## config.mk

```make
export PLATFORM = sky130hd
export DESIGN_NAME = cpm_core
export DESIGN_NICKNAME = d
export VERILOG_FILES = /design/src/cpm_pkg.sv /design/src/cpm_core.sv /design/src/cpm_stop_delay.sv
export SDC_FILE = /design/constraint.sdc
export NUM_CORES = 1
export LEC_CHECK = 0
export ABC_AREA = 1
export BUFFER_PORTS_ARGS = -buffer_cell sky130_fd_sc_hd__buf_2
export CAP_MARGIN = 30
export CORE_UTILIZATION = 35
export DETAILED_ROUTE_END_ITERATION = 6
export SETUP_SLACK_MARGIN = 0.4
export SKIP_CTS_REPAIR_TIMING = 1
export SYNTH_ARGS = -nofsm -noshare
export SYNTH_HDL_FRONTEND = slang
export SYNTH_SLANG_ARGS = --single-unit
```

## constraint.sdc

```tcl
create_clock -name hclk -period 4.7 [get_ports hclk]
set_input_delay 0.94 -clock hclk [delete_from_list [all_inputs] [get_ports hclk]]
set_output_delay 0.94 -clock hclk [all_outputs]
set_load 0.01 [all_outputs]
```

## src/cpm_pkg.sv

```systemverilog
/*
  cpm_pkg: register offsets, field positions, reset values, command codes,
  carrier types and shared arithmetic for the cpu programmer model.
  assumes one hclk domain and an ahb-lite master doing single word transfers.
*/
package cpm_pkg;

  // register map, byte addresses on the bus
  localparam int         CPM_AW         = 8;
  localparam logic [7:0] CPM_OFS_ACC    = 8'h00;
  localparam logic [7:0] CPM_OFS_IDX1   = 8'h04;
  localparam logic [7:0] CPM_OFS_IDX2   = 8'h08;
  localparam logic [7:0] CPM_OFS_SP     = 8'h0c;
  localparam logic [7:0] CPM_OFS_PC     = 8'h10;
  localparam logic [7:0] CPM_OFS_FLAGS  = 8'h14;
  localparam logic [7:0] CPM_OFS_CMD    = 8'h18;
  localparam logic [7:0] CPM_OFS_INFO   = 8'h1c;
  localparam logic [7:0] CPM_OFS_STATUS = 8'h20;
  localparam logic [7:0] CPM_OFS_CTRL   = 8'h24;

  // command word fields
  localparam int CPM_CMD_LSB = 16;
  localparam int CPM_ARG_LSB = 20;
  localparam int CPM_PRE_LSB = 24;

  // flag bit positions
  localparam int CPM_F_S = 7;
  localparam int CPM_F_X = 6;
  localparam int CPM_F_H = 5;
  localparam int CPM_F_I = 4;
  localparam int CPM_F_N = 3;
  localparam int CPM_F_Z = 2;
  localparam int CPM_F_V = 1;
  localparam int CPM_F_C = 0;

  // reset values
  localparam logic [7:0]  CPM_FLAGS_RST = 8'hd0;
  localparam logic [15:0] CPM_SP_RST    = 16'h0000;
  localparam logic [15:0] CPM_PC_RST    = 16'h0000;
  localparam logic        CPM_DLY_RST   = 1'b1;

  // opcode page prebytes
  localparam logic [7:0] CPM_PRE_P2 = 8'h18;
  localparam logic [7:0] CPM_PRE_P3 = 8'h1a;
  localparam logic [7:0] CPM_PRE_P4 = 8'hcd;

  // stop recovery in clock cycles: 4064 and 4
  localparam logic [11:0] CPM_DLY_LONG  = 12'hfe0;
  localparam logic [11:0] CPM_DLY_SHORT = 12'h004;

  // addressing modes of the address command
  localparam logic [2:0] CPM_M_IMM8  = 3'h0;
  localparam logic [2:0] CPM_M_IMM16 = 3'h1;
  localparam logic [2:0] CPM_M_DIR   = 3'h2;
  localparam logic [2:0] CPM_M_EXT   = 3'h3;
  localparam logic [2:0] CPM_M_IDX1  = 3'h4;
  localparam logic [2:0] CPM_M_IDX2  = 3'h5;

  typedef enum logic [3:0] {
    CPM_CMD_ADD  = 4'h0, CPM_CMD_ADC  = 4'h1, CPM_CMD_ABA  = 4'h2, CPM_CMD_SUB  = 4'h3,
    CPM_CMD_AND  = 4'h4, CPM_CMD_ASL  = 4'h5, CPM_CMD_ADDD = 4'h6, CPM_CMD_PUSH = 4'h7,
    CPM_CMD_PULL = 4'h8, CPM_CMD_EA   = 4'h9, CPM_CMD_BRA  = 4'ha, CPM_CMD_STOP = 4'hb,
    CPM_CMD_TAP  = 4'hc, CPM_CMD_RTI  = 4'hd, CPM_CMD_NMIA = 4'he, CPM_CMD_SETI = 4'hf
  } cpm_cmd_type;

  typedef enum logic [2:0] {
    CPM_RUN = 3'b001, CPM_HALT = 3'b010, CPM_WAKE = 3'b100
  } cpm_state_type;

  typedef struct packed {
    logic [CPM_AW-1:0] addr;
    logic              write;
    logic              valid;
  } cpm_aphase_type;

  typedef struct packed {
    logic [15:0] res;
    logic        h;
    logic        n;
    logic        z;
    logic        v;
    logic        c;
  } cpm_alu_type;

  typedef struct packed {
    logic [1:0]  page;
    logic        extra;
    logic [2:0]  len;
    logic [15:0] ea;
  } cpm_info_type;

  // 8-bit add or subtract with all five arithmetic flags
  function automatic cpm_alu_type cpm_add8(input logic [7:0] a, input logic [7:0] b,
                                           input logic cin, input logic sub);
    logic [7:0]  bb;
    logic        ci;
    logic [8:0]  s;
    logic [4:0]  lo;
    cpm_alu_type r;
    bb = sub ? ~b : b;
    ci = sub ? ~cin : cin;
    s  = {1'b0, a} + {1'b0, bb} + {8'h00, ci};
    lo = {1'b0, a[3:0]} + {1'b0, bb[3:0]} + {4'h0, ci};
    r.res = {8'h00, s[7:0]};
    r.h   = lo[4];
    r.n   = s[7];
    r.z   = (s[7:0] == 8'h00);
    r.v   = (a[7] == bb[7]) && (s[7] != a[7]);
    r.c   = s[8] ^ sub; // borrow is the inverted carry
    return r;
  endfunction

  // 16-bit add for the paired accumulator; half carry has no meaning here
  function automatic cpm_alu_type cpm_add16(input logic [15:0] a, input logic [15:0] b);
    logic [16:0] s;
    cpm_alu_type r;
    s = {1'b0, a} + {1'b0, b};
    r.res = s[15:0];
    r.h   = 1'b0;
    r.n   = s[15];
    r.z   = (s[15:0] == 16'h0000);
    r.v   = (a[15] == b[15]) && (s[15] != a[15]);
    r.c   = s[16];
    return r;
  endfunction

  // prebyte to page number minus one; anything else is page 1
  function automatic logic [1:0] cpm_page(input logic [7:0] pre);
    case (pre)
      CPM_PRE_P2: return 2'h1;
      CPM_PRE_P3: return 2'h2;
      CPM_PRE_P4: return 2'h3;
      default:    return 2'h0;
    endcase
  endfunction

  // transfer to flags: the nmi mask may be cleared but never set by software
  function automatic logic [7:0] cpm_tap(input logic [7:0] old, input logic [7:0] nw);
    logic [7:0] r;
    r = nw;
    r[CPM_F_X] = old[CPM_F_X] & nw[CPM_F_X];
    return r;
  endfunction

endpackage

```

## src/cpm_core.sv

```systemverilog
/*
  cpm_core: programmer-visible state of the 8-bit core behind an ahb-lite
  slave: accumulators, index registers, stack pointer, program counter,
  flags, address formation, opcode pages and the stop sequence.
  assumes a single ahb-lite master doing single word transfers on hclk;
  the interrupt and wake pins are asynchronous to hclk.
*/
// Local design decisions: the AHB-Lite slave port and the placing of the registers.
`timescale 1ns/10ps
module cpm_core
  import cpm_pkg::*;
(
  // clock and reset
  input  wire logic        hclk,
  input  wire logic        hresetn,
  // ahb-lite slave
  input  wire logic        hsel,
  input  wire logic [31:0] haddr,
  input  wire logic [1:0]  htrans,
  input  wire logic        hwrite,
  input  wire logic [2:0]  hsize,
  input  wire logic [31:0] hwdata,
  input  wire logic        hready,
  output logic      [31:0] hrdata,
  output logic             hreadyout,
  output logic             hresp,
  // interrupt and wake pins
  input  wire logic        irq_req,
  input  wire logic        nonmaskable_irq_pin,
  input  wire logic        stop_wake,
  // core status
  output logic             irq_pending,
  output logic             nmi_pending,
  output logic             core_stopped
);

  // programmer model
  logic [15:0]    acc_d;
  logic [15:0]    first_index_reg;
  logic [15:0]    second_index_reg;
  logic [15:0]    stack_ptr;
  logic [15:0]    prog_ctr;
  logic [7:0]     condition_flags;
  logic           osc_delay_select;
  cpm_info_type   instr_info;
  cpm_state_type  state;

  // bus and decode
  cpm_aphase_type aph;
  logic           wr_go;
  logic           cmd_go;
  logic [31:0]    rd_word;
  cpm_cmd_type    cmd;
  logic [7:0]     op_lo;
  logic [7:0]     op_hi;
  logic [3:0]     arg;
  cpm_alu_type    alu;
  cpm_info_type   next_info;
  logic [15:0]    next_pc;
  logic           branch_taken;
  logic [2:0]     opc_bytes;
  logic [1:0]     page;

  // pin synchronisers and stop sequence
  logic [2:0]     pin_meta;
  logic [2:0]     pin_sync;
  logic           wake_cond;
  logic           dly_start;
  logic           dly_done;

  // the slave never stretches a transfer and never errors
  assign hreadyout = 1'b1;
  assign hresp     = 1'b0;

  // two flops per pin; only the second stage is used by logic
  always_ff @(posedge hclk or negedge hresetn) begin
    if (!hresetn) begin
      pin_meta <= 3'h0;
      pin_sync <= 3'h0;
    end else begin
      pin_meta <= {stop_wake, nonmaskable_irq_pin, irq_req};
      pin_sync <= pin_meta;
    end
  end

  assign irq_pending  = pin_sync[0] & ~condition_flags[CPM_F_I];
  assign nmi_pending  = pin_sync[1] & ~condition_flags[CPM_F_X];
  assign core_stopped = (state != CPM_RUN);

  // address phase capture; hsize is ignored since only words are mapped
  always_ff @(posedge hclk or negedge hresetn) begin
    if (!hresetn) begin
      aph <= '0;
    end else if (hready) begin
      aph.addr  <= haddr[CPM_AW-1:0];
      aph.write <= hwrite;
      aph.valid <= hsel & htrans[1];
    end
  end

  assign wr_go  = aph.valid & aph.write;
  // a halted core refuses commands so the state cannot move under it
  assign cmd_go = wr_go && (aph.addr == CPM_OFS_CMD) && (state == CPM_RUN);

  // read mux; unmapped and write-only offsets read as zero
  always_comb begin
    case (haddr[CPM_AW-1:0])
      CPM_OFS_ACC:    rd_word = {16'h0000, acc_d};
      CPM_OFS_IDX1:   rd_word = {16'h0000, first_index_reg};
      CPM_OFS_IDX2:   rd_word = {16'h0000, second_index_reg};
      CPM_OFS_SP:     rd_word = {16'h0000, stack_ptr};
      CPM_OFS_PC:     rd_word = {16'h0000, prog_ctr};
      CPM_OFS_FLAGS:  rd_word = {24'h000000, condition_flags};
      CPM_OFS_INFO:   rd_word = {10'h000, instr_info};
      CPM_OFS_STATUS: rd_word = {27'h0000000, nmi_pending, irq_pending, state};
      CPM_OFS_CTRL:   rd_word = {31'h00000000, osc_delay_select};
      default:        rd_word = 32'h00000000;
    endcase
  end

  // read data is caught at the address phase edge, so it is ready with zero wait
  always_ff @(posedge hclk or negedge hresetn) begin
    if (!hresetn) begin
      hrdata <= 32'h00000000;
    end else if (hready && hsel && htrans[1] && !hwrite) begin
      hrdata <= rd_word;
    end
  end

  // command word fields
  assign cmd   = cpm_cmd_type'(hwdata[CPM_CMD_LSB +: 4]);
  assign op_lo = hwdata[7:0];
  assign op_hi = hwdata[15:8];
  assign arg   = hwdata[CPM_ARG_LSB +: 4];
  assign page  = cpm_page(hwdata[CPM_PRE_LSB +: 8]);

  // arithmetic unit: result and flags for the accumulator commands
  always_comb begin
    alu = '0;
    case (cmd)
      CPM_CMD_ADD:  alu = cpm_add8(acc_d[15:8], op_lo, 1'b0, 1'b0);
      CPM_CMD_ADC:  alu = cpm_add8(acc_d[15:8], op_lo, condition_flags[CPM_F_C], 1'b0);
      CPM_CMD_ABA:  alu = cpm_add8(acc_d[15:8], acc_d[7:0], 1'b0, 1'b0);
      CPM_CMD_SUB:  alu = cpm_add8(acc_d[15:8], op_lo, 1'b0, 1'b1);
      CPM_CMD_ADDD: alu = cpm_add16(acc_d, {op_hi, op_lo});
      CPM_CMD_AND: begin
        alu.res = {8'h00, acc_d[15:8] & op_lo};
        alu.n   = alu.res[7];
        alu.z   = (alu.res[7:0] == 8'h00);
      end
      CPM_CMD_ASL: begin
        alu.res = {8'h00, acc_d[14:8], 1'b0};
        alu.c   = acc_d[15];
        alu.n   = acc_d[14];
        alu.z   = (alu.res[7:0] == 8'h00);
        alu.v   = acc_d[14] ^ acc_d[15];
      end
      default: alu = '0;
    endcase
  end

  // second index opcodes always carry a prebyte, hence one more byte and cycle
  assign opc_bytes = ((arg[2:0] == CPM_M_IDX2) || (page != 2'h0)) ? 3'h2 : 3'h1;

  // effective address, instruction length and page for the address command
  always_comb begin
    next_info       = '0;
    next_info.page  = (arg[2:0] == CPM_M_IDX2 && page == 2'h0) ? 2'h1 : page;
    next_info.extra = (opc_bytes == 3'h2);
    case (arg[2:0])
      CPM_M_IMM8: begin
        next_info.ea  = prog_ctr + {13'h0000, opc_bytes};
        next_info.len = opc_bytes + 3'h1;
      end
      CPM_M_IMM16: begin
        next_info.ea  = prog_ctr + {13'h0000, opc_bytes};
        next_info.len = opc_bytes + 3'h2;
      end
      CPM_M_DIR: begin
        next_info.ea  = {8'h00, op_lo};
        next_info.len = opc_bytes + 3'h1;
      end
      CPM_M_EXT: begin
        next_info.ea  = {op_hi, op_lo};
        next_info.len = opc_bytes + 3'h2;
      end
      CPM_M_IDX1: begin
        next_info.ea  = first_index_reg + {8'h00, op_lo};
        next_info.len = opc_bytes + 3'h1;
      end
      CPM_M_IDX2: begin
        next_info.ea  = second_index_reg + {8'h00, op_lo};
        next_info.len = opc_bytes + 3'h1;
      end
      default: begin
        next_info.ea  = prog_ctr;
        next_info.len = opc_bytes;
      end
    endcase
  end

  // branch: arg picks a flag and the level it must have
  assign branch_taken = (condition_flags[arg[2:0]] == arg[3]);

  // program counter follow-on for each command
  always_comb begin
    case (cmd)
      CPM_CMD_EA:  next_pc = prog_ctr + {13'h0000, next_info.len};
      CPM_CMD_BRA: next_pc = prog_ctr + 16'h0002
                             + (branch_taken ? {{8{op_lo[7]}}, op_lo} : 16'h0000);
      default:     next_pc = prog_ctr;
    endcase
  end

  // accumulators; the first accumulator is the upper half of the pair
  always_ff @(posedge hclk or negedge hresetn) begin
    if (!hresetn) begin
      acc_d <= 16'h0000;
    end else if (wr_go && aph.addr == CPM_OFS_ACC) begin
      acc_d <= hwdata[15:0];
    end else if (cmd_go) begin
      case (cmd)
        CPM_CMD_ADD, CPM_CMD_ADC, CPM_CMD_ABA, CPM_CMD_SUB, CPM_CMD_AND, CPM_CMD_ASL:
          acc_d[15:8] <= alu.res[7:0];
        CPM_CMD_ADDD: acc_d <= alu.res;
        default:      acc_d <= acc_d;
      endcase
    end
  end

  // index registers, loaded only by software here
  always_ff @(posedge hclk or negedge hresetn) begin
    if (!hresetn) begin
      first_index_reg  <= 16'h0000;
      second_index_reg <= 16'h0000;
    end else if (wr_go) begin
      if (aph.addr == CPM_OFS_IDX1) begin
        first_index_reg <= hwdata[15:0];
      end
      if (aph.addr == CPM_OFS_IDX2) begin
        second_index_reg <= hwdata[15:0];
      end
    end
  end

  // stack pointer: always the next free byte
  always_ff @(posedge hclk or negedge hresetn) begin
    if (!hresetn) begin
      stack_ptr <= CPM_SP_RST;
    end else if (wr_go && aph.addr == CPM_OFS_SP) begin
      stack_ptr <= hwdata[15:0];
    end else if (cmd_go && cmd == CPM_CMD_PUSH) begin
      stack_ptr <= stack_ptr - 16'h0001;
    end else if (cmd_go && cmd == CPM_CMD_PULL) begin
      stack_ptr <= stack_ptr + 16'h0001;
    end
  end

  // program counter: next instruction address
  always_ff @(posedge hclk or negedge hresetn) begin
    if (!hresetn) begin
      prog_ctr <= CPM_PC_RST;
    end else if (wr_go && aph.addr == CPM_OFS_PC) begin
      prog_ctr <= hwdata[15:0];
    end else if (cmd_go && cmd == CPM_CMD_STOP && condition_flags[CPM_F_S]) begin
      prog_ctr <= prog_ctr + 16'h0001;
    end else if (cmd_go) begin
      prog_ctr <= next_pc;
    end
  end

  // instruction info: address, length, page of the last address command;
  // push and pull report the byte address that the stack access used
  always_ff @(posedge hclk or negedge hresetn) begin
    if (!hresetn) begin
      instr_info <= '0;
    end else if (cmd_go) begin
      case (cmd)
        CPM_CMD_EA:   instr_info <= next_info;
        CPM_CMD_PUSH: instr_info.ea <= stack_ptr;
        CPM_CMD_PULL: instr_info.ea <= stack_ptr + 16'h0001;
        default:      instr_info <= instr_info;
      endcase
    end
  end

  // flag register, bit order fixed by the field positions in the package
  always_ff @(posedge hclk or negedge hresetn) begin
    if (!hresetn) begin
      condition_flags <= CPM_FLAGS_RST;
    end else if (wr_go && aph.addr == CPM_OFS_FLAGS) begin
      condition_flags <= cpm_tap(condition_flags, hwdata[7:0]);
    end else if (cmd_go) begin
      case (cmd)
        CPM_CMD_ADD, CPM_CMD_ADC, CPM_CMD_ABA: begin
          condition_flags[CPM_F_H] <= alu.h;
          condition_flags[CPM_F_N] <= alu.n;
          condition_flags[CPM_F_Z] <= alu.z;
          condition_flags[CPM_F_V] <= alu.v;
          condition_flags[CPM_F_C] <= alu.c;
        end
        CPM_CMD_SUB, CPM_CMD_ASL, CPM_CMD_ADDD: begin
          condition_flags[CPM_F_N] <= alu.n;
          condition_flags[CPM_F_Z] <= alu.z;
          condition_flags[CPM_F_V] <= alu.v;
          condition_flags[CPM_F_C] <= alu.c;
        end
        CPM_CMD_AND: begin
          condition_flags[CPM_F_N] <= alu.n;
          condition_flags[CPM_F_Z] <= alu.z;
          condition_flags[CPM_F_V] <= 1'b0;
        end
        CPM_CMD_TAP, CPM_CMD_RTI:
          condition_flags <= cpm_tap(condition_flags, op_lo);
        CPM_CMD_NMIA: begin
          condition_flags[CPM_F_X] <= 1'b1;
          condition_flags[CPM_F_I] <= 1'b1;
        end
        CPM_CMD_SETI: condition_flags[CPM_F_I] <= op_lo[0];
        default:      condition_flags <= condition_flags;
      endcase
    end
  end

  // control register: oscillator delay select
  always_ff @(posedge hclk or negedge hresetn) begin
    if (!hresetn) begin
      osc_delay_select <= CPM_DLY_RST;
    end else if (wr_go && aph.addr == CPM_OFS_CTRL) begin
      osc_delay_select <= hwdata[0];
    end
  end

  // an unmasked interrupt, the nonmaskable pin or the wake pin ends stop
  assign wake_cond = pin_sync[2] | pin_sync[1] | irq_pending;
  assign dly_start = (state == CPM_HALT) && wake_cond;

  // stop sequence: halt, then settle the oscillator before running again
  always_ff @(posedge hclk or negedge hresetn) begin
    if (!hresetn) begin
      state <= CPM_RUN;
    end else begin
      case (state)
        CPM_RUN: begin
          if (cmd_go && cmd == CPM_CMD_STOP && !condition_flags[CPM_F_S]) begin
            state <= CPM_HALT;
          end
        end
        CPM_HALT: begin
          if (wake_cond) begin
            state <= CPM_WAKE;
          end
        end
        CPM_WAKE: begin
          if (dly_done) begin
            state <= CPM_RUN;
          end
        end
        default: state <= CPM_RUN;
      endcase
    end
  end

  // settle counter; length chosen by the delay select bit
  cpm_stop_delay u_delay (
    .hclk     (hclk),
    .hresetn  (hresetn),
    .start    (dly_start),
    .long_sel (osc_delay_select),
    .busy     (),
    .done     (dly_done)
  );

endmodule

```

## src/cpm_stop_delay.sv

```systemverilog
/*
  cpm_stop_delay: oscillator settle counter run after leaving stop.
  assumes start is a one-cycle pulse from logic on hclk.
*/
`timescale 1ns/10ps
module cpm_stop_delay
  import cpm_pkg::*;
#(
  parameter logic [11:0] LONG_CYCLES  = CPM_DLY_LONG,
  parameter logic [11:0] SHORT_CYCLES = CPM_DLY_SHORT
) (
  // clock and reset
  input  wire logic hclk,
  input  wire logic hresetn,
  // control
  input  wire logic start,
  input  wire logic long_sel,
  // result
  output logic      busy,
  output logic      done
);

  logic [11:0] count;

  // load on start, count down, pulse done on the last cycle
  always_ff @(posedge hclk or negedge hresetn) begin
    if (!hresetn) begin
      count <= 12'h000;
      busy  <= 1'b0;
      done  <= 1'b0;
    end else begin
      done <= 1'b0;
      if (start) begin
        count <= (long_sel ? LONG_CYCLES : SHORT_CYCLES) - 12'h001;
        busy  <= 1'b1;
      end else if (busy) begin
        if (count == 12'h000) begin
          busy <= 1'b0;
          done <= 1'b1;
        end else begin
          count <= count - 12'h001;
        end
      end
    end
  end

endmodule

```

Yosys cells after proc, flatten, opt, wreduce, memory -nomap -nowiden
Cells that the tools add are included.
Widths: inputs -> output; s select.
{ "word_totals": {"regBits": 176, "input_bits": 77, "out_inout_bits": 37, "elab_cells": 241} }
{ "op_classes": {"add_sub_neg": 24, "magnitude_cmp": 1, "eq_ne": 57, "n_mux": 46, "n_bitwise": 13, "n_reduce_logical": 73} }
{ "ops": {"columns": ["cell", "count"], "rows": [
  ["$pmux 22 s9", 1],
  ["$mux 16", 9],
  ["$pmux 19 s6", 1],
  ["$pmux 16 s7", 1],
  ["$eq 8x5->1 const B", 8],
  ["$logic_not 8->1", 7],
  ["$mux 12", 4],
  ["$pmux 16 s3", 1],
  ["$add 16x1->16 const B", 2],
  ["$add 16x8->16", 2],
  ["$eq 4x4->1 const B", 8],
  ["$eq 8x4->1 const B", 4],
  ["$pmux 16 s2", 1],
  ["$reduce_and 2->1", 14],
  ["$add 8x8->9", 3],
  ["$eq 8x6->1 const B", 3],
  ["$mux 8", 3],
  ["$sub 12x1->12 const B", 2],
  ["$logic_and 1x1->1", 22],
  ["$reduce_bool 3->1", 7],
  ["$pmux 3 s3", 2],
  ["$add 16x16->17", 1],
  ["$add 16x16->16", 1],
  ["$add 16x2->16", 1],
  ["56 further kinds", 106]
]} }

Logic depth before layout (Yosys ltp)
Gate-level depths: netlist of the first run.
{ "depth": {"word_depth": 12, "depth_mapped": 27, "ltp_nobuf": 27} }

By module
From an unflattened synthesis of the first run, not the netlist that was laid out.
{ "unflattened": {"cells_unflattened": 2312, "area_unflattened_um2": 15273.4} }
{ "modules_own_cells": {"columns": ["module", "instances", "cells_each", "area_each_um2"], "rows": [
  ["cpm_core", 1, 2167, 14292.5],
  ["cpm_stop_delay", 1, 145, 980.9]
]} }

Least setup slack after synthesis of the first run
OpenSTA, ideal clock, no wires.
{ "synth_path": {"kind": "input -> register", "startpoint": "in hwdata[21]", "endpoint": "reg prog_ctr[13]", "setup_ns": 0.116, "arrival_time_ns": 4.050, "setup_slack_ns": 0.534, "cell_stages": 27, "path_buffers": 1, "path_cell_list": "clkbuf_1 -> nand2_1 -> o22ai_1 -> inv_1 -> nand4_1 -> nand2_1 -> xor2_1 -> nand2_1 -> ha_1 -> inv_1 -> ha_1 -> inv_1 -> fa_1 -> inv_1 -> nand3_1 -> nand2_1 -> inv_1 -> o21ai_0 -> nand2_1 -> nand2_1 -> o21ai_0 -> o21ai_0 -> a21oi_1 -> o21ai_0 -> nand3_1 -> nand2_1 -> nand2_1"} }
{ "synth_via": {"elab_chain_len": 10, "elab_cells_between_ends": 21, "cone_classes": "add/sub: 4; eq/ne: 6; mux: 9; reduce/logical: 2"} }
{ "synth_lines": {"columns": ["element", "line_no", "text"], "rows": [
  ["from (decl)", "cpm_core.sv:22", "input wire logic [31:0] hwdata,"],
  ["$eq 3x3->1", "cpm_core.sv:163, cpm_core.sv:170", null],
  ["$logic_or 1x1->1", "cpm_core.sv:163", "assign opc_bytes = ((arg[2:0] == CPM_M_IDX2) || (page != 2'h0)) ? 3'h2 : 3'h1;"],
  ["$mux 2", "cpm_core.sv:163", null],
  ["$add 2x1->3 or $add 2x2->3 (tied branches)", null, null],
  ["$pmux 19 s6", "cpm_core.sv:170", "case (arg[2:0])"],
  ["$add 16x3->16", "cpm_core.sv:208", "CPM_CMD_EA: next_pc = prog_ctr + {13'h0000, next_info.len};"],
  ["$pmux 16 s2 (*)", "cpm_core.sv:207", "case (cmd)"],
  ["$mux 16 (*)", "cpm_core.sv:267", "end else if (cmd_go) begin"],
  ["$mux 16 (*)", "cpm_core.sv:265", "end else if (cmd_go && cmd == CPM_CMD_STOP && condition_flags[CPM_F_S]) begin"],
  ["$mux 16 (*)", "cpm_core.sv:263", "end else if (wr_go && aph.addr == CPM_OFS_PC) begin"],
  ["to (signal assigned)", "cpm_core.sv:264", "prog_ctr <= hwdata[15:0];"],
  ["to (signal assigned)", "cpm_core.sv:266", "prog_ctr <= prog_ctr + 16'h0001;"],
  ["to (signal assigned)", "cpm_core.sv:268", "prog_ctr <= next_pc;"],
  ["to (decl)", "cpm_core.sv:42", "logic [15:0] prog_ctr;"]
]} }
Every way passes the cells marked *; elsewhere a longest branch is shown, timed or not. The select of a mux whose other input is x is not followed.
A chain may end at the register's enable or synchronous reset.

Final worst setup path of the first run
{ "layout_path": {"startpoint": "in hwdata[20]", "endpoint": "reg prog_ctr[13]"} }
Same word-level chain as after synthesis.

==> run_results.csv, run 1 <==
group,metric,value,unit
run_status,status,"finished, violations left",
run_status,violations,"DRC",
route,dr.pass1.iters,7,
global_route,grt_start_max_net_pins,82,
worst_setup_path,path_class,"input port to flop",
synth,synth_top_family_by_area,"simple AND/OR/NAND/NOR gates",
synth,synth_ff_type,"dfrtp_1",
power_and_ir_drop,comb_power_share,32.9,%
sta,slew_viol_final,0,
synth,syn_area_per_cell,6.57,µm²
synth,yosys_warnings,0,
worst_setup_path,crit_family,"simple AND/OR/NAND/NOR gates",
worst_setup_path,crit_fanout,4,
sta,hold_viol,0,
sta,fin_skew,15.0,ps
worst_setup_path,r2r_slack,820,ps
synth,async_reset_ff_share,100,%
cts,cts_tree,"done",
worst_setup_path,slowest_delay,400,ps
final_layout,fillers,4707,
global_route,overflow,0,
final_layout,layout.nets,2556,
job,maxCapViolCount,0,
power_and_ir_drop,leakagePower,8.56,nW
die,num_io_pins,114,
final_layout,finalNonFillerCells,2982,
place,io_buffers,73,
synth,yosysSeqAreaShare,27.3,%
cts,cts_root_buffer,"clkbuf_16",
worst_setup_path,crit_buf_inv,7,
final_layout,drive_above_1_share,8.89,%
sta,slew_headroom,32.6,%
sta,fin_crit_sh,84.5,%
route,routed_via_density,5.60,
worst_setup_path,reg2reg_depth,26,
die,dieArea,44400,µm²
route,drt_iter0_drc,1968,
cts,cts.path.max_buffers,2,
global_route,antenna_found_initial,0,
synth,synthSimpleGateAreaFrac,30.7,%
worst_setup_path,cp.arrival,4320,ps
worst_hold_path,hold_class,"flop to flop",
global_route,grt_pass1_vias,15600,
sta,rsz0062_at_grt,"false",
worst_setup_path,r2r-end,"prog_ctr[13]$_DFFE_PN0P_",
worst_setup_path,crit_start,"hwdata[20]",
die,die_w,211,µm
synth,synth-edff-count,0,
power_and_ir_drop,netSwitchingPower,1.88,mW
synth,synth.mux.area_fraction,0,%
die,die_h,211,µm
sta,post-route-min-period,3970,ps
global_route,grt.total_usage,28.1,%
worst_setup_path,cp.required,5040,ps
place,dp.cells,2950,
power_and_ir_drop,switching_share,39.0,%
place,hpwl,49.3,mm
route,wl,61.9,mm
synth,synthesis.area,15200,µm²
cts,clock_sinks,166,
die,initial_core_util,35.4,%
sta,tightest_slew,1010,ps
sta,setup_viol,0,
synth,synth-adder-area-share,8.20,%
power_and_ir_drop,power_density,284,nW/µm²
cts,htree_levels,4,
die,fp.coreArea,43000,µm²
final_layout,num_antenna_cells,0,
cts,clkTransAtPathRegs,70,ps
worst_setup_path,critPathCaptureType,"flop",
route,avgRoutedWirePerCell,20.7,µm
route,ant_nets,0,
synth,synthXorXnorAreaFrac,3.28,%
sta,fmax,0.252,GHz
cts,clock_latency,460,ps
worst_setup_path,endpoint,"prog_ctr[13]$_DFFE_PN0P_",
power_and_ir_drop,p_int,2.93,mW
worst_setup_path,crit_path_start_kind,"input port",
worst_setup_path,cp_common_cell,"nand2_1",
cts,cts_buffers,17,
route,drcViolationCount,14,
die,core.rowCount,76,
synth,synth-seq-cells,166,
route,vias,16700,
worst_setup_path,rr_startpoint,"condition_flags[7]$_DFFE_PN1P_",
synth,ys_types,57,
power_and_ir_drop,vdd_drop_max,0.000219,V
worst_setup_path,crit_cells,28,
power_and_ir_drop,clkPwrFrac,31.9,%
synth,postSynthCellCount,2320,
place,place.gp.congestion,0.977,
final_layout,reg.largest.list,"hrdata: 22 flops, instr_info: 22 flops",
power_and_ir_drop,seqPwrFrac,35.1,%
final_layout,syn_to_final_growth,11.1,%
worst_setup_path,slowest_stage,"fa_1",
global_route,grt_pass1_wl,94.3,mm
power_and_ir_drop,power,4.81,mW
synth,synth_compound_area_share,19.5,%
## through the flow
step                      hold slack [ps]  setup slack, ps  TNS, ps  instance area, µm²  util [%]
final                                 350              727        0               16900      39.4
after global routing                  355              400        0               16900      39.4
after CTS                             352              443        0               16900      39.3
after detailed placement              336            -7.20    -7.20               16300      37.9
after global placement                336             55.4        0               16200      37.8
after floorplan                       331              534        0               15300         -
## final cells by class
cell class / instances / area, µm² / share of cell area [%]
Inverter: 324 / 1220 / 7.22
Clock inverter: 14 / 188 / 1.11
Multi-Input combinational cell: 1759 / 9460 / 55.9
Clock buffer: 18 / 439 / 2.59
Tap cell: 585 / 732 / 4.32
Sequential cell: 166 / 4160 / 24.6
Timing Repair Buffer: 116 / 722 / 4.27
## power by group through the flow
stage,clock [mW],combinational (mW),sequential [mW]
floorplan,0,1.10,1.65
global placement,0,1.51,1.71
detailed placement,0,1.54,1.71
CTS,1.56,1.55,1.68
global route,1.61,1.76,1.70
finish,1.54,1.58,1.69
## Yosys cell counts (22+ instances only)
| cell type | n | area, µm² |
|---|---|---|
| nand2_1 | 570 | 2140 |
| inv_1 | 307 | 1150 |
| nor2_1 | 204 | 766 |
| o21ai_0 | 189 | 946 |
| nand3_1 | 184 | 921 |
| dfrtp_1 | 161 | 4030 |
| a21oi_1 | 139 | 696 |
| ha_1 | 87 | 1090 |
| xor2_1 | 45 | 394 |
| o22ai_1 | 40 | 250 |
| clkbuf_1 | 39 | 146 |
| nand4_1 | 37 | 231 |
| o211ai_1 | 26 | 195 |
| o221ai_1 | 26 | 228 |
| nor3_1 | 22 | 110 |
## cells by family (layout without fill, tap and decap cells)
logic type,count (synthesis),count (layout)
flops,166,166
fa+ha+maj,95,95
simple gates,1086,1086
buf+inv,405,472
compound gates,509,509
other cells,2,12
xor+xnor,57,57
## cell usage in the layout (no fill, tap or decap), types with 41 or more instances in the layout
cell type	n
a21oi_1	139
buf_2	72
buf_4	41
dfrtp_1	161
ha_1	87
inv_1	307
nand2_1	570
nand3_1	184
nor2_1	204
o21ai_0	187
xor2_1	44
## worst min-delay path by stage
stage | slack (ps) | from | endpoint | depth (start not counted)
after floorplan | 330 | pin_meta[0]$_DFF_PN0_ | pin_sync[0]$_DFF_PN0_ | 0
after global routing | 360 | pin_meta[1]$_DFF_PN0_ | pin_sync[1]$_DFF_PN0_ | 0
after global placement | 340 | pin_meta[1]$_DFF_PN0_ | pin_sync[1]$_DFF_PN0_ | 0
after CTS | 350 | pin_meta[2]$_DFF_PN0_ | pin_sync[2]$_DFF_PN0_ | 0
final | 350 | pin_meta[1]$_DFF_PN0_ | pin_sync[1]$_DFF_PN0_ | 0
after detailed placement | 340 | pin_meta[2]$_DFF_PN0_ | pin_sync[2]$_DFF_PN0_ | 0
## metal layers
layer	track usage, %	up-vias	wire length [µm]
met4	11.4	0	2540
met3	5.63	138	5920
met5	0	-	0
li1	-	7889	-
met1	38.8	7845	27000
met2	42.6	833	26500
(Power assumes the default switching activity.)
==> run 2, diff against run 1 <==
==> constraint.sdc (replaced) <==
create_clock -name hclk -period 3.95 [get_ports hclk]
set_input_delay 0.79 -clock hclk [delete_from_list [all_inputs] [get_ports hclk]]
set_output_delay 0.79 -clock hclk [all_outputs]
set_load 0.01 [all_outputs]
==> run_results.csv, run 2 (same netlist as run 1, synthesis figures left out) <==
group,metric,value,unit
run_status,status,"complete, no violations",
final_layout,num_antenna_cells,0,
global_route,grt_pass1_vias,15900,
place,placed_area,16800,µm²
die,num_io_pins,114,
route,drt_iter0_drc,1845,
final_layout,regArea,4160,µm²
final_layout,multi_input_area,9550,µm²
worst_setup_path,slowest_delay,350,ps
sta,hold_viol,0,
power_and_ir_drop,vdd_drop_max,0.000270,V
die,fp.coreArea,43000,µm²
worst_setup_path,crit_buf_inv,8,
cts,cts_root_buffer,"clkbuf_16",
route,ant_nets,0,
global_route,grt.total_usage,27.8,%
die,die_h,211,µm
sta,tightest_slew,977,ps
place,hpwl,49.5,mm
route,vias,16900,
worst_setup_path,crit_path_start_kind,"input port",
final_layout,drive_above_1_share,12.3,%
power_and_ir_drop,comb_power_share,35.9,%
global_route,grt_pass1_wl,93.7,mm
sta,fin_skew,15.2,ps
power_and_ir_drop,switching_share,40.1,%
cts,cts_tree,"done",
final_layout,final_core_utilization,40.6,%
cts,clock_sinks,166,
worst_setup_path,critPathCaptureType,"flop",
worst_setup_path,cp.arrival,3910,ps
power_and_ir_drop,clkPwrFrac,28.9,%
sta,rsz0062_at_grt,"true",
cts,clkTransAtPathRegs,80,ps
place,dp.cells,3015,
worst_setup_path,path_class,"input port to flop",
final_layout,postLayoutCellArea,17500,µm²
sta,slew_headroom,34.3,%
route,met3WireLength,5.35,mm
cts,cts.path.max_buffers,2,
sta,slew_viol_final,0,
worst_setup_path,cp_common_cell,"nand2_1",
cts,clock_latency,460,ps
route,drcViolationCount,0,
worst_setup_path,crit_fanout,4,
die,core.rowCount,76,
worst_setup_path,slowest_stage,"fa_2",
sta,fin_crit_sh,90.4,%
power_and_ir_drop,power_density,324,nW/µm²
route,routed_via_density,5.55,
cts,cts_buffers,17,
final_layout,reg.largest.list,"hrdata: 22 flops, instr_info: 22 flops",
job,maxCapViolCount,0,
place,io_buffers,73,
power_and_ir_drop,seqPwrFrac,35.3,%
final_layout,finalNonFillerCells,3049,
global_route,antenna_found_initial,0,
global_route,grt_start_max_net_pins,75,
route,m1WireLength,27.6,mm
sta,whs,295,ps
global_route,overflow,0,
final_layout,final_cell_mix,"nand2_1 (566), inv_1 (300), nor2_1 (204)",
power_and_ir_drop,leakagePower,8.86,nW
route,avgRoutedWirePerCell,20.1,µm
die,die_w,211,µm
route,route.met2.wl,26.2,mm
die,initial_core_util,35.4,%
route,wl,61.3,mm
worst_setup_path,cp.required,4290,ps
worst_setup_path,crit_family,"simple AND/OR/NAND/NOR gates",
route,dr.pass1.iters,6,
sta,post-route-min-period,3570,ps
final_layout,syn_to_final_growth,14.6,%
final_layout,layout_commonest_cell,"nand2_1",
route,top_layer,"met4",
sta,fmax,0.280,GHz
power_and_ir_drop,p_int,3.39,mW
cts,htree_levels,4,
final_layout,fillers,4673,
worst_hold_path,hold_class,"input port to asynchronous set/reset pin",
power_and_ir_drop,netSwitchingPower,2.27,mW
final_layout,layout.nets,2623,
place,place.gp.congestion,1.00,
place,dp_slack,-134,ps
sta,layout_setup_ws,381,ps
sta,setup_viol,0,
die,dieArea,44400,µm²
## run 2: cell types whose count changed in the layout (fill, tap and decap cells not counted), sizes merged
cell	before	now
clkbuf	18	20
bufinv	3	0
clkinv	7	9
buf	116	182
## run 2: cell type report
class,count,share of cell area [%]
inverter,324,7.00
sequential,166,23.8
multi-input combinational,1759,54.7
tap,585,4.19
timing repair buffer,183,7.12
clock buffer,19,2.48
clock inverter,13,0.659
## run 2: metrics by stage
step / TNS (ps) / power [mW]
floorplan: 0 / 3.27
detailed placement: -388 / 3.98
CTS: 0 / 5.61
global route: 0 / 5.99
finish: 0 / 5.66
global placement: -265 / 3.94
## run 2: worst paths after layout
path / from / end / slack [ps] / cells after the start
hold reg to reg: pin_meta[0]$_DFF_PN0_ / pin_sync[0]$_DFF_PN0_ / 350 / 0
min in group hclk: pin_meta[0]$_DFF_PN0_ / pin_sync[0]$_DFF_PN0_ / 350 / 0
setup reg to reg: condition_flags[7]$_DFFE_PN1P_ / prog_ctr[11]$_DFFE_PN0P_ / 420 / 26
setup / recovery: hwdata[20] / prog_ctr[11]$_DFFE_PN0P_ / 380 / 28
max in group asynchronous: hresetn / stack_ptr[0]$_DFFE_PN0P_ / 2680 / 2
hold / removal: hresetn / prog_ctr[8]$_DFFE_PN0P_ / 300 / 1
## run 2: routing by layer
metal  up-vias  track usage, %
met2       803            42.0
met1      7994            39.3
met5         -               0
met4         0            10.1
li1       8013               -
met3       120            4.87
## run 2: power by group through the flow
stage | Combinational (mW) | Clock [mW] | Sequential (mW)
floorplan | 1.31 | 0 | 1.96
global placement | 1.92 | 0 | 2.02
detailed placement | 1.95 | 0 | 2.02
CTS | 1.96 | 1.65 | 1.99
global route | 2.26 | 1.72 | 2.01
finish | 2.03 | 1.63 | 2.00
==> run 3, diff against run 2 <==
--- a/config.mk
+++ b/config.mk
@@ -15,3 +15,4 @@
 export SYNTH_ARGS = -nofsm -noshare
 export SYNTH_HDL_FRONTEND = slang
 export SYNTH_SLANG_ARGS = --single-unit
+export TNS_END_PERCENT = 10
==> constraint.sdc (replaced) <==
create_clock -name hclk -period 4 [get_ports hclk]
set_input_delay 0.8 -clock hclk [delete_from_list [all_inputs] [get_ports hclk]]
set_output_delay 0.8 -clock hclk [all_outputs]
set_load 0.01 [all_outputs]
==> run_results.csv, run 3 (same netlist as run 1, synthesis figures left out) <==
group,metric,value,unit
run_status,status,"complete, no violations",
sta,rsz0062_at_grt,"true",
die,core.rowCount,76,
worst_setup_path,crit_path_start_kind,"input port",
die,die_w,211,µm
power_and_ir_drop,p_int,3.38,mW
worst_setup_path,crit_start,"hwdata[29]",
cts,htree_levels,4,
power_and_ir_drop,power_density,322,nW/µm²
power_and_ir_drop,vdd_drop_max,0.000245,V
cts,clock_sinks,166,
route,vias,16900,
worst_setup_path,cp.required,4340,ps
power_and_ir_drop,comb_power_share,35.2,%
route,drt_iter0_drc,1980,
place,place.gp.congestion,0.972,
sta,fin_skew,12.2,ps
power_and_ir_drop,seqPwrFrac,35.4,%
die,num_io_pins,114,
final_layout,final_cell_mix,"nand2_1 (564), inv_1 (301), nor2_1 (204)",
worst_setup_path,path_class,"input port to flop",
worst_setup_path,cp.arrival,3890,ps
global_route,grt_pass1_wl,93.8,mm
final_layout,layout_commonest_cell,"nand2_1",
global_route,antenna_found_initial,2,
route,avgRoutedWirePerCell,20.1,µm
worst_setup_path,critPathCaptureType,"flop",
power_and_ir_drop,switching_share,39.6,%
cts,cts_root_buffer,"clkbuf_16",
power_and_ir_drop,netSwitchingPower,2.21,mW
final_layout,syn_to_final_growth,14.0,%
sta,fin_crit_sh,88.8,%
global_route,grt_pass1_vias,15800,
place,dp.cells,3002,
sta,fmax,0.281,GHz
global_route,grt_start_max_net_pins,75,
global_route,overflow,0,
sta,layout_setup_ws,447,ps
worst_setup_path,r2r-end,"prog_ctr[13]$_DFFE_PN0P_",
global_route,grt.total_usage,27.8,%
cts,cts.path.max_buffers,2,
worst_setup_path,rr_startpoint,"condition_flags[0]$_DFFE_PN0P_",
worst_setup_path,r2r_slack,530,ps
route,wl,61.2,mm
final_layout,reg.largest.list,"hrdata: 22 flops, instr_info: 22 flops",
die,fp.coreArea,43000,µm²
final_layout,num_antenna_cells,0,
route,dr.pass1.iters,6,
job,maxCapViolCount,0,
final_layout,layout.nets,2612,
power_and_ir_drop,leakagePower,8.81,nW
cts,clock_latency,460,ps
route,ant_nets,0,
place,dp_slack,-147,ps
place,hpwl,49.3,mm
die,initial_core_util,35.4,%
sta,slew_viol_final,0,
final_layout,drive_above_1_share,11.7,%
cts,cts_tree,"done",
sta,slew_headroom,29.4,%
cts,cts_buffers,17,
final_layout,finalNonFillerCells,3038,
route,drcViolationCount,0,
worst_hold_path,hold_class,"input port to asynchronous set/reset pin",
worst_setup_path,crit_fanout,5,
die,dieArea,44400,µm²
sta,post-route-min-period,3550,ps
worst_setup_path,reg2reg_depth,26,
sta,tightest_slew,1060,ps
place,io_buffers,73,
sta,hold_viol,0,
power_and_ir_drop,clkPwrFrac,29.4,%
cts,clkTransAtPathRegs,80,ps
route,routed_via_density,5.57,
die,die_h,211,µm
sta,setup_viol,0,
run 3: final cells by class:
class	instances	area, µm²
Sequential cell	166	4160
Clock buffer	18	429
Clock inverter	14	129
Timing Repair Buffer	172	1180
Fill cell	4683	25600
Inverter	324	1220
Multi-Input combinational cell	1759	9500
Tap cell	585	732
run 3: how the worst max path moves through the flow:
| stage | end | cells after the start | slack (ps) |
|---|---|---|---|
| 2_1_floorplan | prog_ctr[13]$_DFFE_PN0P_ | 27 | 390 |
| 3_3_place_gp | prog_ctr[13]$_DFFE_PN0P_ | 28 | -120 |
| 3_5_place_dp | prog_ctr[13]$_DFFE_PN0P_ | 28 | -150 |
| 4_1_cts | prog_ctr[13]$_DFFE_PN0P_ | 26 | 330 |
| 5_1_grt | prog_ctr[13]$_DFFE_PN0P_ | 26 | 290 |
| 6_report | prog_ctr[8]$_DFFE_PN0P_ | 19 | 450 |
run 3: critical path, stage by stage:
cell      delay, ps
buf_2           100
nor3_1          190
nand4_1         160
nand2_1         310
nand2_1         150
o211ai_1        100
o21ai_0         230
ha_1            280
fa_1            380
nand2_1         110
a21oi_1         110
nand2_1         250
inv_1           140
nand4_1          90
nand3_1          80
o211ai_1        130
nand2_1          80
o211ai_1         80
o21ai_0         110
run 3: layer usage:
layer	GRT usage, %	vias up	wire length (µm)
met2	41.9	820	26000
met3	4.68	112	5910
met1	40.0	8008	27100
li1	-	7981	-
met5	0	-	0
met4	9.62	0	2160
run 3: metrics by stage:
stage	util [%]	hold WS, ps	setup TNS (ps)	instance area, µm²	power, mW
after floorplan	-	331	0	15300	3.23
after global placement	38.8	336	-221	16700	3.87
after detailed placement	38.9	339	-259	16700	3.90
after CTS	40.1	349	0	17300	5.55
after global routing	40.4	361	0	17400	5.91
final	40.4	335	0	17400	5.59
run 3: power groups by stage:
stage          combinational [mW]  sequential [mW]  clock [mW]
2_1_floorplan                1.30             1.93           0
3_3_place_gp                 1.87             2.00           0
3_5_place_dp                 1.90             2.00           0
4_1_cts                      1.92             1.97        1.66
5_1_grt                      2.20             1.99        1.72
6_report                     1.97             1.98        1.64
